**src/shared/dio_pkg.sv**
```systemverilog
// Purpose: Constants and types for the digital I/O channel block
// Assumes: APB byte addresses, 32-bit data, one word per register
// Notes:   Channel registers repeat every CH_STRIDE bytes from CH_BASE
package dio_pkg;
    localparam int          NCH          = 4;
    localparam int          CLK_HZ       = 50000000;
    localparam int          TICK_US10    = 1;        // Timebase in 0.1 ms units
    localparam int          TICK_CYC     = CLK_HZ / 10000 * TICK_US10;
    localparam int          TICKS_PER_S  = 10000;
    localparam logic [15:0] IDLE_S_RST   = 16'h02d0; // 720 seconds
    localparam logic [7:0]  A_GCTRL      = 8'h00;
    localparam logic [7:0]  A_IDLE       = 8'h04;
    localparam logic [7:0]  A_OUT        = 8'h08;
    localparam logic [7:0]  A_FAIL_LVL   = 8'h0c;
    localparam logic [7:0]  A_STAT       = 8'h10;
    localparam logic [7:0]  A_CMD        = 8'h14;
    localparam logic [7:0]  CH_BASE      = 8'h40;
    localparam logic [7:0]  CH_STRIDE    = 8'h20;
    localparam logic [4:0]  O_CFG        = 5'h00;
    localparam logic [4:0]  O_WID        = 5'h04;
    localparam logic [4:0]  O_START      = 5'h08;
    localparam logic [4:0]  O_CNT        = 5'h0c;
    localparam logic [4:0]  O_FREQ       = 5'h10;
    localparam int          B_CLR_LO     = 0;        // CMD: counter reset bits
    localparam int          B_LCLR_LO    = 4;        // CMD: latch clear bits

    typedef enum logic [2:0] {
        DIO_PLAIN  = 3'h0,
        DIO_COUNT  = 3'h1,
        DIO_RLATCH = 3'h3,
        DIO_FLATCH = 3'h2,
        DIO_FREQ   = 3'h6
    } dio_mode_t;

    typedef struct packed {
        logic      retain;
        logic      run;
        logic      filt_en;
        logic      invert;
        dio_mode_t mode;
    } dio_cfg_t;

    typedef struct packed {
        logic [15:0] high;
        logic [15:0] low;
    } dio_wid_t;
endpackage : dio_pkg

```
**src/verilog/dio_top.sv**
```systemverilog
// Purpose: Digital input/output channels with counter, latch, frequency and fail-safe
// Assumes: Inputs synchronous to mclk_in; pready never waits
// Notes:   reset_n_in is the power cycle; nv_lost_in marks lost backup store
//
// The register offsets and the APB register port were chosen for this implementation.
`timescale 1ns/1ps
// Functional notes
// - Filter rejects pulses shorter than programmed widths
// - Counter mode counts each conditioned input pulse
// - Count advances only while counter started
// - Counter reset loads startup value
// - Counter uses same inversion and filter
// - Retained count survives power cycle
// - Unretained count clears after power cycle
// - Rising latch sets on low-to-high edge
// - Latch holds until host clears it
// - Falling latch sets on high-to-low edge
// - Frequency mode measures input frequency
// - Output drives host level, reads back
// - Timeout with level bit set forces high
// - Timeout with level bit clear forces low
// - Global enable gates fail-safe forcing
// - Timeout equals host idle seconds, default 720
// - Mode change discards logged data
// - Per-channel inversion of sensed input
module dio_top #(
    parameter int TICK_CYCLES = dio_pkg::TICK_CYC
) (
    input  wire logic                     mclk_in,
    input  wire logic                     reset_n_in,
    input  wire logic                     nv_lost_in,
    input  wire logic                     psel_in,
    input  wire logic                     penable_in,
    input  wire logic                     pwrite_in,
    input  wire logic [7:0]               paddr_in,
    input  wire logic [31:0]              pwdata_in,
    output logic      [31:0]              prdata_out,
    output logic                          pready_out,
    output logic                          pslverr_out,
    input  wire logic [dio_pkg::NCH-1:0]  input_channel_in,
    output logic      [dio_pkg::NCH-1:0]  output_channel_out,
    output logic                          log_clear_out
);
    localparam int N = dio_pkg::NCH;

    dio_pkg::dio_cfg_t cfg_reg   [N];
    dio_pkg::dio_wid_t wid_reg   [N];
    logic [31:0]       start_reg [N];
    logic [31:0]       cnt_reg   [N];
    logic [31:0]       fcnt_reg  [N];
    logic [31:0]       freq_reg  [N];
    logic [15:0]       fw_reg    [N];
    logic [N-1:0]      filt_reg, prev_reg, latch_reg;
    logic [N-1:0]      out_reg, fail_lvl_reg;
    logic              fail_en_reg, expired_reg;
    logic [15:0]       idle_reg, isec_reg;
    logic [15:0]       sub_reg, gate_reg;
    logic [12:0]       tick_cnt_reg;
    logic              tick;
    logic [31:0]       rdata_next;
    logic              map_next;
    logic [N-1:0]      cond;

    wire acc   = psel_in & penable_in;
    wire wr    = acc & pwrite_in;
    wire [N-1:0] cnt_clr  = (wr && paddr_in == dio_pkg::A_CMD) ? pwdata_in[dio_pkg::B_CLR_LO +: N] : '0;
    wire [N-1:0] latch_clr = (wr && paddr_in == dio_pkg::A_CMD) ? pwdata_in[dio_pkg::B_LCLR_LO +: N] : '0;

    // Channel register hit: true when addr selects channel ch at offset off
    function automatic logic ch_hit(input logic [7:0] a, input int ch, input logic [4:0] off);
        logic [7:0] base;
        base = 8'(dio_pkg::CH_BASE + ch * dio_pkg::CH_STRIDE);
        ch_hit = (a == 8'(base + off));
    endfunction : ch_hit

    // 0.1 ms timebase; a parameter so simulation can shorten it
    always_ff @(posedge mclk_in)
    begin
        if (!reset_n_in || tick_cnt_reg == 13'(TICK_CYCLES - 1))
            tick_cnt_reg <= '0;
        else
            tick_cnt_reg <= tick_cnt_reg + 13'h1;
    end
    assign tick = (tick_cnt_reg == 13'(TICK_CYCLES - 1));
    // Optional inversion ahead of all input processing
    always_comb
    begin
        for (int i = 0; i < N; i++)
            cond[i] = input_channel_in[i] ^ cfg_reg[i].invert;
    end
    // Glitch filter: a new level must hold for its own minimum width in ticks
    always_ff @(posedge mclk_in)
    begin
        for (int i = 0; i < N; i++)
        begin
            if (!reset_n_in)
            begin
                filt_reg[i] <= 1'b0;
                fw_reg[i]   <= '0;
            end
            else if (!cfg_reg[i].filt_en || cond[i] == filt_reg[i])
            begin
                filt_reg[i] <= cond[i];
                fw_reg[i]   <= '0;
            end
            else if (fw_reg[i] >= (cond[i] ? wid_reg[i].high : wid_reg[i].low))
            begin
                filt_reg[i] <= cond[i];
                fw_reg[i]   <= '0;
            end
            else if (tick)
                fw_reg[i] <= fw_reg[i] + 16'h1;
        end
    end
    // Previous conditioned level for edge detection
    always_ff @(posedge mclk_in)
    begin
        if (!reset_n_in)
            prev_reg <= '0;
        else
            prev_reg <= filt_reg;
    end
    // Latches: a set in the clear cycle wins so no edge is lost
    always_ff @(posedge mclk_in)
    begin
        for (int i = 0; i < N; i++)
        begin
            if (!reset_n_in)
                latch_reg[i] <= 1'b0;
            else if (cfg_reg[i].mode == dio_pkg::DIO_RLATCH && filt_reg[i] && !prev_reg[i])
                latch_reg[i] <= 1'b1;
            else if (cfg_reg[i].mode == dio_pkg::DIO_FLATCH && !filt_reg[i] && prev_reg[i])
                latch_reg[i] <= 1'b1;
            else if (latch_clr[i])
                latch_reg[i] <= 1'b0;
        end
    end
    // Counters; reset keeps the count only when retention is on and backup held
    always_ff @(posedge mclk_in)
    begin
        for (int i = 0; i < N; i++)
        begin
            if (!reset_n_in)
            begin
                if (nv_lost_in || !cfg_reg[i].retain)
                    cnt_reg[i] <= '0;
            end
            else if (cnt_clr[i])
                cnt_reg[i] <= start_reg[i];
            else if (cfg_reg[i].mode == dio_pkg::DIO_COUNT && cfg_reg[i].run && filt_reg[i] && !prev_reg[i])
                cnt_reg[i] <= cnt_reg[i] + 32'h1;
        end
    end
    // Frequency: rising edges counted over a one second gate, result in Hz
    always_ff @(posedge mclk_in)
    begin
        if (!reset_n_in || (tick && gate_reg == 16'(dio_pkg::TICKS_PER_S - 1)))
            gate_reg <= '0;
        else if (tick)
            gate_reg <= gate_reg + 16'h1;
        for (int i = 0; i < N; i++)
        begin
            if (!reset_n_in)
            begin
                fcnt_reg[i] <= '0;
                freq_reg[i] <= '0;
            end
            else if (tick && gate_reg == 16'(dio_pkg::TICKS_PER_S - 1))
            begin
                freq_reg[i] <= (cfg_reg[i].mode == dio_pkg::DIO_FREQ) ? fcnt_reg[i] : '0;
                fcnt_reg[i] <= '0;
            end
            else if (filt_reg[i] && !prev_reg[i])
                fcnt_reg[i] <= fcnt_reg[i] + 32'h1;
        end
    end
    // Host idle watchdog; any completed bus transfer counts as host activity
    always_ff @(posedge mclk_in)
    begin
        if (!reset_n_in || acc)
        begin
            sub_reg     <= '0;
            isec_reg    <= '0;
            expired_reg <= 1'b0;
        end
        else if (tick)
        begin
            if (sub_reg == 16'(dio_pkg::TICKS_PER_S - 1))
            begin
                sub_reg <= '0;
                if (isec_reg < idle_reg)
                    isec_reg <= isec_reg + 16'h1;
            end
            else
                sub_reg <= sub_reg + 16'h1;
        end
        if (reset_n_in && !acc && isec_reg >= idle_reg)
            expired_reg <= 1'b1;
    end
    // Output drive; the forced level shows in the readback too
    always_ff @(posedge mclk_in)
    begin
        for (int i = 0; i < N; i++)
        begin
            if (!reset_n_in)
                output_channel_out[i] <= 1'b0;
            else if (fail_en_reg && expired_reg)
                output_channel_out[i] <= fail_lvl_reg[i];
            else
                output_channel_out[i] <= out_reg[i];
        end
    end
    // Register writes
    always_ff @(posedge mclk_in)
    begin
        log_clear_out <= 1'b0;
        if (!reset_n_in)
        begin
            fail_en_reg  <= 1'b0;
            idle_reg     <= dio_pkg::IDLE_S_RST;
            out_reg      <= '0;
            fail_lvl_reg <= '0;
            for (int i = 0; i < N; i++)
            begin
                if (nv_lost_in)
                    cfg_reg[i] <= '0;
                else
                    cfg_reg[i] <= dio_pkg::dio_cfg_t'({cfg_reg[i].retain, 6'h00});
                wid_reg[i]   <= '0;
                start_reg[i] <= '0;
            end
        end
        else if (wr)
        begin
            case (paddr_in)
                dio_pkg::A_GCTRL:    fail_en_reg  <= pwdata_in[0];
                dio_pkg::A_IDLE:     idle_reg     <= pwdata_in[15:0];
                dio_pkg::A_OUT:      out_reg      <= pwdata_in[N-1:0];
                dio_pkg::A_FAIL_LVL: fail_lvl_reg <= pwdata_in[N-1:0];
                default:             ;
            endcase
            for (int i = 0; i < N; i++)
            begin
                if (ch_hit(paddr_in, i, dio_pkg::O_CFG))
                begin
                    cfg_reg[i] <= dio_pkg::dio_cfg_t'(pwdata_in[6:0]);
                    if (pwdata_in[2:0] != cfg_reg[i].mode)
                        log_clear_out <= 1'b1;
                end
                if (ch_hit(paddr_in, i, dio_pkg::O_WID))
                    wid_reg[i] <= dio_pkg::dio_wid_t'(pwdata_in);
                if (ch_hit(paddr_in, i, dio_pkg::O_START))
                    start_reg[i] <= pwdata_in;
            end
        end
    end
    // Read mux; data captured in the setup cycle so pready needs no wait
    always_comb
    begin
        rdata_next = '0;
        map_next   = 1'b1;
        case (paddr_in)
            dio_pkg::A_GCTRL:    rdata_next[0]     = fail_en_reg;
            dio_pkg::A_IDLE:     rdata_next[15:0]  = idle_reg;
            dio_pkg::A_OUT:      rdata_next[N-1:0] = output_channel_out;
            dio_pkg::A_FAIL_LVL: rdata_next[N-1:0] = fail_lvl_reg;
            dio_pkg::A_STAT:     rdata_next        = {20'h0, latch_reg, filt_reg, 3'h0, expired_reg};
            dio_pkg::A_CMD:      rdata_next        = '0;
            default:             map_next          = 1'b0;
        endcase
        for (int i = 0; i < N; i++)
        begin
            if (ch_hit(paddr_in, i, dio_pkg::O_CFG))
                rdata_next = {25'h0, cfg_reg[i]};
            if (ch_hit(paddr_in, i, dio_pkg::O_WID))
                rdata_next = wid_reg[i];
            if (ch_hit(paddr_in, i, dio_pkg::O_START))
                rdata_next = start_reg[i];
            if (ch_hit(paddr_in, i, dio_pkg::O_CNT))
                rdata_next = cnt_reg[i];
            if (ch_hit(paddr_in, i, dio_pkg::O_FREQ))
                rdata_next = freq_reg[i];
            if (ch_hit(paddr_in, i, dio_pkg::O_CFG) || ch_hit(paddr_in, i, dio_pkg::O_WID) ||
                ch_hit(paddr_in, i, dio_pkg::O_START) || ch_hit(paddr_in, i, dio_pkg::O_CNT) ||
                ch_hit(paddr_in, i, dio_pkg::O_FREQ))
                map_next = 1'b1;
        end
    end
    // Bus answer registers
    always_ff @(posedge mclk_in)
    begin
        if (!reset_n_in)
        begin
            prdata_out  <= '0;
            pslverr_out <= 1'b0;
        end
        else if (psel_in && !penable_in)
        begin
            prdata_out  <= pwrite_in ? '0 : rdata_next;
            pslverr_out <= !map_next;
        end
    end
    assign pready_out = 1'b1;

    a_latch_rise_set: assert property (@(posedge mclk_in) disable iff (!reset_n_in)
        cfg_reg[2].mode == dio_pkg::DIO_RLATCH && filt_reg[2] && !prev_reg[2] |=> latch_reg[2])
        else $error("rising latch not set");
    a_latch_fall_set: assert property (@(posedge mclk_in) disable iff (!reset_n_in)
        cfg_reg[3].mode == dio_pkg::DIO_FLATCH && !filt_reg[3] && prev_reg[3] |=> latch_reg[3])
        else $error("falling latch not set");
    a_latch_hold: assert property (@(posedge mclk_in) disable iff (!reset_n_in)
        latch_reg[2] && !latch_clr[2] |=> latch_reg[2])
        else $error("latch dropped without clear");
    a_cnt_stopped: assert property (@(posedge mclk_in) disable iff (!reset_n_in)
        !cfg_reg[0].run && !cnt_clr[0] |=> $stable(cnt_reg[0]))
        else $error("stopped counter moved");
    a_cnt_reload: assert property (@(posedge mclk_in) disable iff (!reset_n_in)
        cnt_clr[0] |=> cnt_reg[0] == $past(start_reg[0]))
        else $error("counter reset missed startup value");
    a_cnt_step: assert property (@(posedge mclk_in) disable iff (!reset_n_in)
        cfg_reg[0].mode == dio_pkg::DIO_COUNT && cfg_reg[0].run && filt_reg[0] && !prev_reg[0] && !cnt_clr[0]
        |=> cnt_reg[0] == $past(cnt_reg[0]) + 32'h1)
        else $error("counter missed pulse");
    a_fail_force: assert property (@(posedge mclk_in) disable iff (!reset_n_in)
        fail_en_reg && expired_reg ##1 fail_en_reg && expired_reg |-> output_channel_out == $past(fail_lvl_reg))
        else $error("fail-safe level not driven");
    a_out_follow: assert property (@(posedge mclk_in) disable iff (!reset_n_in)
        !(fail_en_reg && expired_reg) |=> output_channel_out == $past(out_reg))
        else $error("output forced without enable");
    a_idle_kick: assert property (@(posedge mclk_in) disable iff (!reset_n_in)
        acc |=> !expired_reg && isec_reg == 16'h0)
        else $error("host access did not restart timer");
    a_filt_glitch: assert property (@(posedge mclk_in) disable iff (!reset_n_in)
        $past(cfg_reg[0].filt_en) && $changed(filt_reg[0]) |->
        $past(fw_reg[0]) >= (filt_reg[0] ? $past(wid_reg[0].high) : $past(wid_reg[0].low)))
        else $error("filter passed wrong level");
endmodule : dio_top

```
**config.mk**
```make
export PLATFORM = sky130hd
export DESIGN_NAME = dio_top
export DESIGN_NICKNAME = d
export VERILOG_FILES = /design/src/shared/dio_pkg.sv /design/src/verilog/dio_top.sv
export SDC_FILE = /design/constraint.sdc
export NUM_CORES = 2
export LEC_CHECK = 0
export ABC_AREA = 0
export BUFFER_PORTS_ARGS = -buffer_cell sky130_fd_sc_hd__buf_2
export CELL_PAD_IN_SITES_DETAIL_PLACEMENT = 1
export CELL_PAD_IN_SITES_GLOBAL_PLACEMENT = 1
export CORE_ASPECT_RATIO = 2
export CORE_MARGIN = 3
export CORE_UTILIZATION = 51
export DETAILED_ROUTE_END_ITERATION = 12
export PLACE_DENSITY_LB_ADDON = 0.1
export SLEW_MARGIN = 30
export SYNTH_ARGS = -nofsm -noshare
export SYNTH_HDL_FRONTEND = slang
export SYNTH_SLANG_ARGS = --single-unit
export TNS_END_PERCENT = 10
```
**constraint.sdc**
```tcl
create_clock -name mclk_in -period 6.6 [get_ports mclk_in]
set_input_delay 0.99 -clock mclk_in [delete_from_list [all_inputs] [get_ports mclk_in]]
set_output_delay 0.99 -clock mclk_in [all_outputs]
set_load 0.01 [all_outputs]
```
# After elaboration in Yosys (flattened, before gate mapping)
# Memory sizes are Yosys's and may differ from the RTL's.
# Cells that the tools add are included.
# word_totals
reg_bits	137
mem_bits_rw	732
inputBits	50
output_inout_bits	39
elab_cells	537
mem_count	7
# op_classes
addsub	16
order_cmp	6
eq_ne	52
mux	279
n_bitwise	54
reduce_logical	101
# memory_table
name	words	word_bits	read_ports	rd_ports_with_merged_regs	write_ports	line	source
cnt_reg	4	32	4	0	4	dio_top.sv:49	logic [31:0] cnt_reg [N];
fcnt_reg	4	32	4	0	4	dio_top.sv:50	logic [31:0] fcnt_reg [N];
freq_reg	4	32	4	0	4	dio_top.sv:51	logic [31:0] freq_reg [N];
start_reg	4	32	4	0	4	dio_top.sv:48	logic [31:0] start_reg [N];
wid_reg	4	32	4	0	4	dio_top.sv:47	dio_pkg::dio_wid_t wid_reg [N];
fw_reg	4	16	4	0	4	dio_top.sv:52	logic [15:0] fw_reg [N];
+1 memories	-	-	-	-	-	-	
# op_table
op	count
$mux W32	52
$mux W16	18
$add A32 B1 Y32 const B	8
$mux W1	196
$add A16 B1 Y16 const B	7
$eq A8 B7 Y1 const B	10
$eq A8 B8 Y1 const B	10
$ge A16 B16 Y1	5
$mux W7	8
$or A1 B1 Y1	48
$logic_and A1 B1 Y1	38
$eq A16 B14 Y1 const B	2
$logic_or A1 B1 Y1	27
$eq A3 B2 Y1 const B	8
$pmux W12 S2	1
$logic_not A1 Y1	20
$eq A8 B4 Y1 const B	2
$eq A8 B5 Y1 const B	2
$lt A16 B16 Y1	1
$add A13 B1 Y13 const B	1
$eq A13 B13 Y1 const B	1
$eq A3 B1 Y1 const B	4
$eq A3 B3 Y1 const B	4
$ne A3 B3 Y1	4
other kinds (13)	31

# Logic depth before layout (Yosys ltp)
# depth
ltp_word	23
mapped_depth	11
ltp_nobuf	9

# Worst setup path after synthesis
# OpenSTA, ideal clock, no wires.
# synth_timing
path_type	input to register
start	in paddr_in[3]
end	mem start_reg[2][0], enable pin
setup_time_ns	0.466
arrival_time_ns	4.456
required_ns	6.134
setup_slack_ns	1.679
path_stages	6
path_buffers	3
cell_sequence	clkbuf_1 -> nor4b_1 -> buf_2 -> nand2_1 -> clkbuf_1 -> o21ai_0
# synth_rtl
item	line	source
start: declaration	dio_top.sv:35	input wire logic [7:0] paddr_in,
end: declaration	dio_top.sv:48	

# Worst setup path after layout
# layout_timing
start	in paddr_in[3]
end	reg prdata_out[3]
# layout_via
elab_chain_cells	23
word_cells_on_any_way	45
cone_classes	eq/ne (23); mux (22)
# layout_rtl
item	line	source
$eq A8 B4 Y1 / $eq A8 B3 Y1 (equally long branches)	dio_top.sv:262	case (paddr_in)
$pmux W3 S3	dio_top.sv:262	
$mux W16	dio_top.sv:273	if (ch_hit(paddr_in, i, dio_pkg::O_CFG))
$mux W32	dio_top.sv:275	if (ch_hit(paddr_in, i, dio_pkg::O_WID))
$mux W32	dio_top.sv:277	if (ch_hit(paddr_in, i, dio_pkg::O_START))
$mux W32	dio_top.sv:279	if (ch_hit(paddr_in, i, dio_pkg::O_CNT))
$mux W32	dio_top.sv:281	if (ch_hit(paddr_in, i, dio_pkg::O_FREQ))
$mux W32	dio_top.sv:273	
(+7 left out)	-	
$mux W32	dio_top.sv:279	
$mux W32	dio_top.sv:281	
$mux W32	dio_top.sv:273	
$mux W32	dio_top.sv:275	
$mux W32	dio_top.sv:277	
$mux W32	dio_top.sv:279	
$mux W32 (*)	dio_top.sv:281	
$mux W32 (*)	dio_top.sv:299	prdata_out <= pwrite_in ? '0 : rdata_next;
end signal: assignment	dio_top.sv:299	
end: declaration	dio_top.sv:37	output logic [31:0] prdata_out,
# Mark *: on every way between the ends. The rest lies on a longest branch, timed or not.
# A chain may end at the register's enable or synchronous reset.

==> summary.md <==
| Metric | Value |
|---|---|
| # Post-CTS Setup Buffers | 0 |
| Setup TNS Final | 0 ns |
| DP HPWL | 156.7 mm |
| Gp weighted congestion | 1.050 |
| Final core utilization | 57.02% |
| Gr ovfl total | 0 |
| Post-synth EDFFs | 720 |
| Clk_skew | approximately 0.044 ns |
| Hold Slack | 0.4483 ns |
| Worst EP required | 7.24 ns |
| Antenna Violating Nets Remaining | 0 |
| Clk slew on worst S/H paths | 0.06 ns |
| Vias per cell | 6.858 |
| Hold buffer count at cts | 0 |
| Combinational power share | under 10% |
| Vias in the first global route | 40000 |
| Synth Warn # | 0 |
| Critical Path Max Stage Delay | 0.77 ns |
| Layout area overhead | 10.49% |
| Leak pwr | 17.72 nW |
| Resize count post-CTS | 0 |
| Crit Path Category | in -> reg |
| Outcome | completed |
| Crit path capture type | register |
| Layout fillers | 9760 |
| Reg power frac | 53.1% |
| Sequence of cells on the critical path | buf_2 -> buf_4 -> clkinv_1 -> buf_4 -> o22ai_1 -> nand2_1 -> a2111oi_0 -> nor3_1 -> o31ai_1 |
| Starting Density | 51.61% |
| Die H | 431.8 um |
| Max_slew headroom | 28.81% |
| Syn nets | ~4600 |
| DRT Wirelength | 215.2 mm |
| P_sw | 3.327 mW |
| Tightest Pin Transition | 1.068 ns |
| Cts bufs inserted | 82 |
| DRC Markers | 0 |
| # setup viols final | 0 |
| IO Pins | 89 |
| Final Hold Viols | 0 |
| Max Slew Vio Count | 0 |
| Port bufs | 87 |
| Via count | a little under 40000 |
| Internal power | 9.026 mW |
| Sequential area share after synthesis | between 50 and 60% |
| Peak supply drop | ~0.21 mV |
| Slowest CP cell | buf_2 |
| Synth top area share | between 40% and 50% |
| Ys async rst share | 0% |
| Power per standard cell area | 241.8 mW/mm^2 |
| CP max FO | 37 |
| Clk Latency, worst-skew pair | 0.74 ns |
| Fmax | 0.2460 GHz |
| Fin nets | 4621 |
| Die W | 218.9 um |
| All-Layer GR Usage | 45.98% |
| Clk root buf | clkbuf_16 |
| CP startpoint kind | primary input |
| Hold Crit Class | reg -> reg |
| Fin crit period | between 4 and 5 ns |
| Number of core rows | 155 |
| WP data arrival | 4.70 ns |
| First-pass GRT wire length | 301.8 mm |
| Detailed Routing Iterations Pass 1 | 9 |
| Dominant cells by area after synthesis | edfxtp_1 (47%), dfxtp_1 (6.5%), and2_1 (5.6%) |
| Num Clock Sinks | 869 |
| Max-cap violations | 0 |
| Largest net degree at the start of global routing | roughly 110 |
| Fraction of layout cells with a size suffix above 1 | a little under a tenth |
| Net Sw Frac | 26.93% |
| Mean routed wirelength per cell | 37.24 um |
| Clock group share of total power | between 30% and 40% |
| Synth Register Bits | 869 |
| H-tree levels | 3 |
| Yosys cell types | a little over 90 |
| CORE AREA | 0.08960 mm^2 |
| Cell mode on critical path | buf_4 |
| CTS tree | done |
| Initial antenna violation count | 50 |
| Die area | 0.09454 mm^2 |
| RSZ-0062 raised after global routing | false |
| Syn Std Cell Area | 0.04624 mm^2 |
| Cell accounting for the most synthesized area | edfxtp_1 |
| Syn_area_per_cell | 10.44 um^2 |
| Clock Path Buffers | 3 |
| Mapped Cells | between 4000 and 5000 |
| Synth Flop Type | edfxtp_1 |
| First DRT Iteration DRCs | ~4900 |
| Final period utilization | about three fifths |
[synthesized netlist by cell type (all sizes together) (9+ instances only)]
cell type / number
a221o: 15
mux2: 24
or3: 26
buf: 84
and4: 29
o21a: 22
o221ai: 43
dfxtp: 149
a222oi: 25
a2bb2oi: 10
or4b: 9
xor2: 173
a22oi: 49
o211ai: 20
a221oi: 43
edfxtp: 720
nor2: 443
o22ai: 19
nand2: 455
xnor2: 161
nor2b: 11
a21o: 27
ha: 96
nor4b: 11
inv: 81
mux2i: 86
o31ai: 19
clkbuf: 150
nor4: 33
a211oi: 17
a21oi: 150
a31oi: 9
nand2b: 17
nor3: 70
nand4: 95
a22o: 10
or4: 20
and2: 415
o2bb2ai: 11
nand3: 177
o21ai: 241
and3: 71
[kinds of logic after synthesis]
group	count (synthesis)	synth area share, %
other	1	0.008110
buffers and inverters	315	2.771
adder cells (fa/ha/maj)	96	2.598
AO/OA/AOI/OAI	790	11.38
AND/OR/NAND/NOR	1914	21.10
XOR/XNOR	334	6.391
flip-flops	869	53.21
multiplexers	112	2.543
[power groups by stage]
stage	clock network, mW	registers, mW	logic, mW
floorplan	0	6.45	0.462
global placement	0	6.63	0.792
detailed placement	0	6.64	0.822
CTS	4.94	6.53	0.830
global route	5.14	6.56	0.903
finish	4.93	6.56	0.868
[worst max-delay path: cells and delay by family]
family / cells / cell delay (ns)
buffers and inverters: 4 / 2.37
AND/OR/NAND/NOR: 2 / 0.21
AO/OA/AOI/OAI: 3 / 1.09
[per-stage QoR]
step	std cells	power (mW)	instance area, um^2	setup slack (ns)
6_report	5779	12.35	51090	2.535
5_1_grt	5727	12.60	50960	2.340
4_1_cts	5717	12.30	50880	2.512
3_5_place_dp	5566	7.464	48240	2.061
3_3_place_gp	5557	7.427	48070	2.107
2_1_floorplan	4431	6.908	46240	1.679
[cells in the final DEF, fill, tap and decap left out, drive strengths merged, types with 15 or more instances in the layout]
master | Yosys | final
xnor2 | 161 | 161
or4 | 20 | 20
a22oi | 49 | 49
nor2 | 443 | 443
o22ai | 19 | 19
a21oi | 150 | 150
o21a | 22 | 22
a211oi | 17 | 17
nand3 | 177 | 177
o221ai | 43 | 43
and3 | 71 | 71
a221oi | 43 | 43
and2 | 415 | 415
o211ai | 20 | 20
o31ai | 19 | 19
dfxtp | 149 | 149
nand2 | 455 | 455
edfxtp | 720 | 720
ha | 96 | 96
nand4 | 95 | 95
nor3 | 70 | 70
a21o | 27 | 27
a221o | 15 | 15
nand2b | 17 | 17
clkinv | 0 | 35
or3 | 26 | 26
buf | 84 | 194
xor2 | 173 | 173
nor4 | 33 | 33
inv | 81 | 88
o21ai | 241 | 241
diode | 0 | 60
a222oi | 25 | 25
mux2i | 86 | 86
clkbuf | 150 | 103
and4 | 29 | 29
mux2 | 24 | 24
[worst paths after layout]
check / start / cells after the start / end / slack (ns)
worst max-delay path: paddr_in[3] / 9 / prdata_out[3] / 2.53
worst min-delay path: tick_cnt_reg[0] / 1 / tick_cnt_reg[0] / 0.45
worst max register to register: cfg_reg[3][3] / 10 / fw_reg[3][9] / 2.54
worst min register to register: tick_cnt_reg[0] / 1 / tick_cnt_reg[0] / 0.45
[metal layers]
| metal | vias to the layer above | wire [um] | GRT usage (%) |
|---|---|---|---|
| met5 | - | 166 | 0.1058 |
| met4 | 14 | 30570 | 50.63 |
| met3 | 1081 | 19640 | 14.01 |
| met1 | 19670 | 64910 | 45.51 |
| li1 | 16350 | - | - |
| met2 | 2517 | 99900 | 72.11 |
[layout make-up]
type | count | area, um^2 | area share (%)
repair buffers | 194 | 1321 | 2.586
diodes | 60 | 150.1 | 0.2939
inverters | 81 | 311.5 | 0.6098
clock inverters | 48 | 446.7 | 0.8743
flip-flops and latches | 869 | 24600 | 48.16
clock buffers | 103 | 2196 | 4.298
well taps | 1177 | 1473 | 2.882
multi-input cells | 3247 | 20590 | 40.30
No activity file was read; power rests on OpenSTA's default activity.
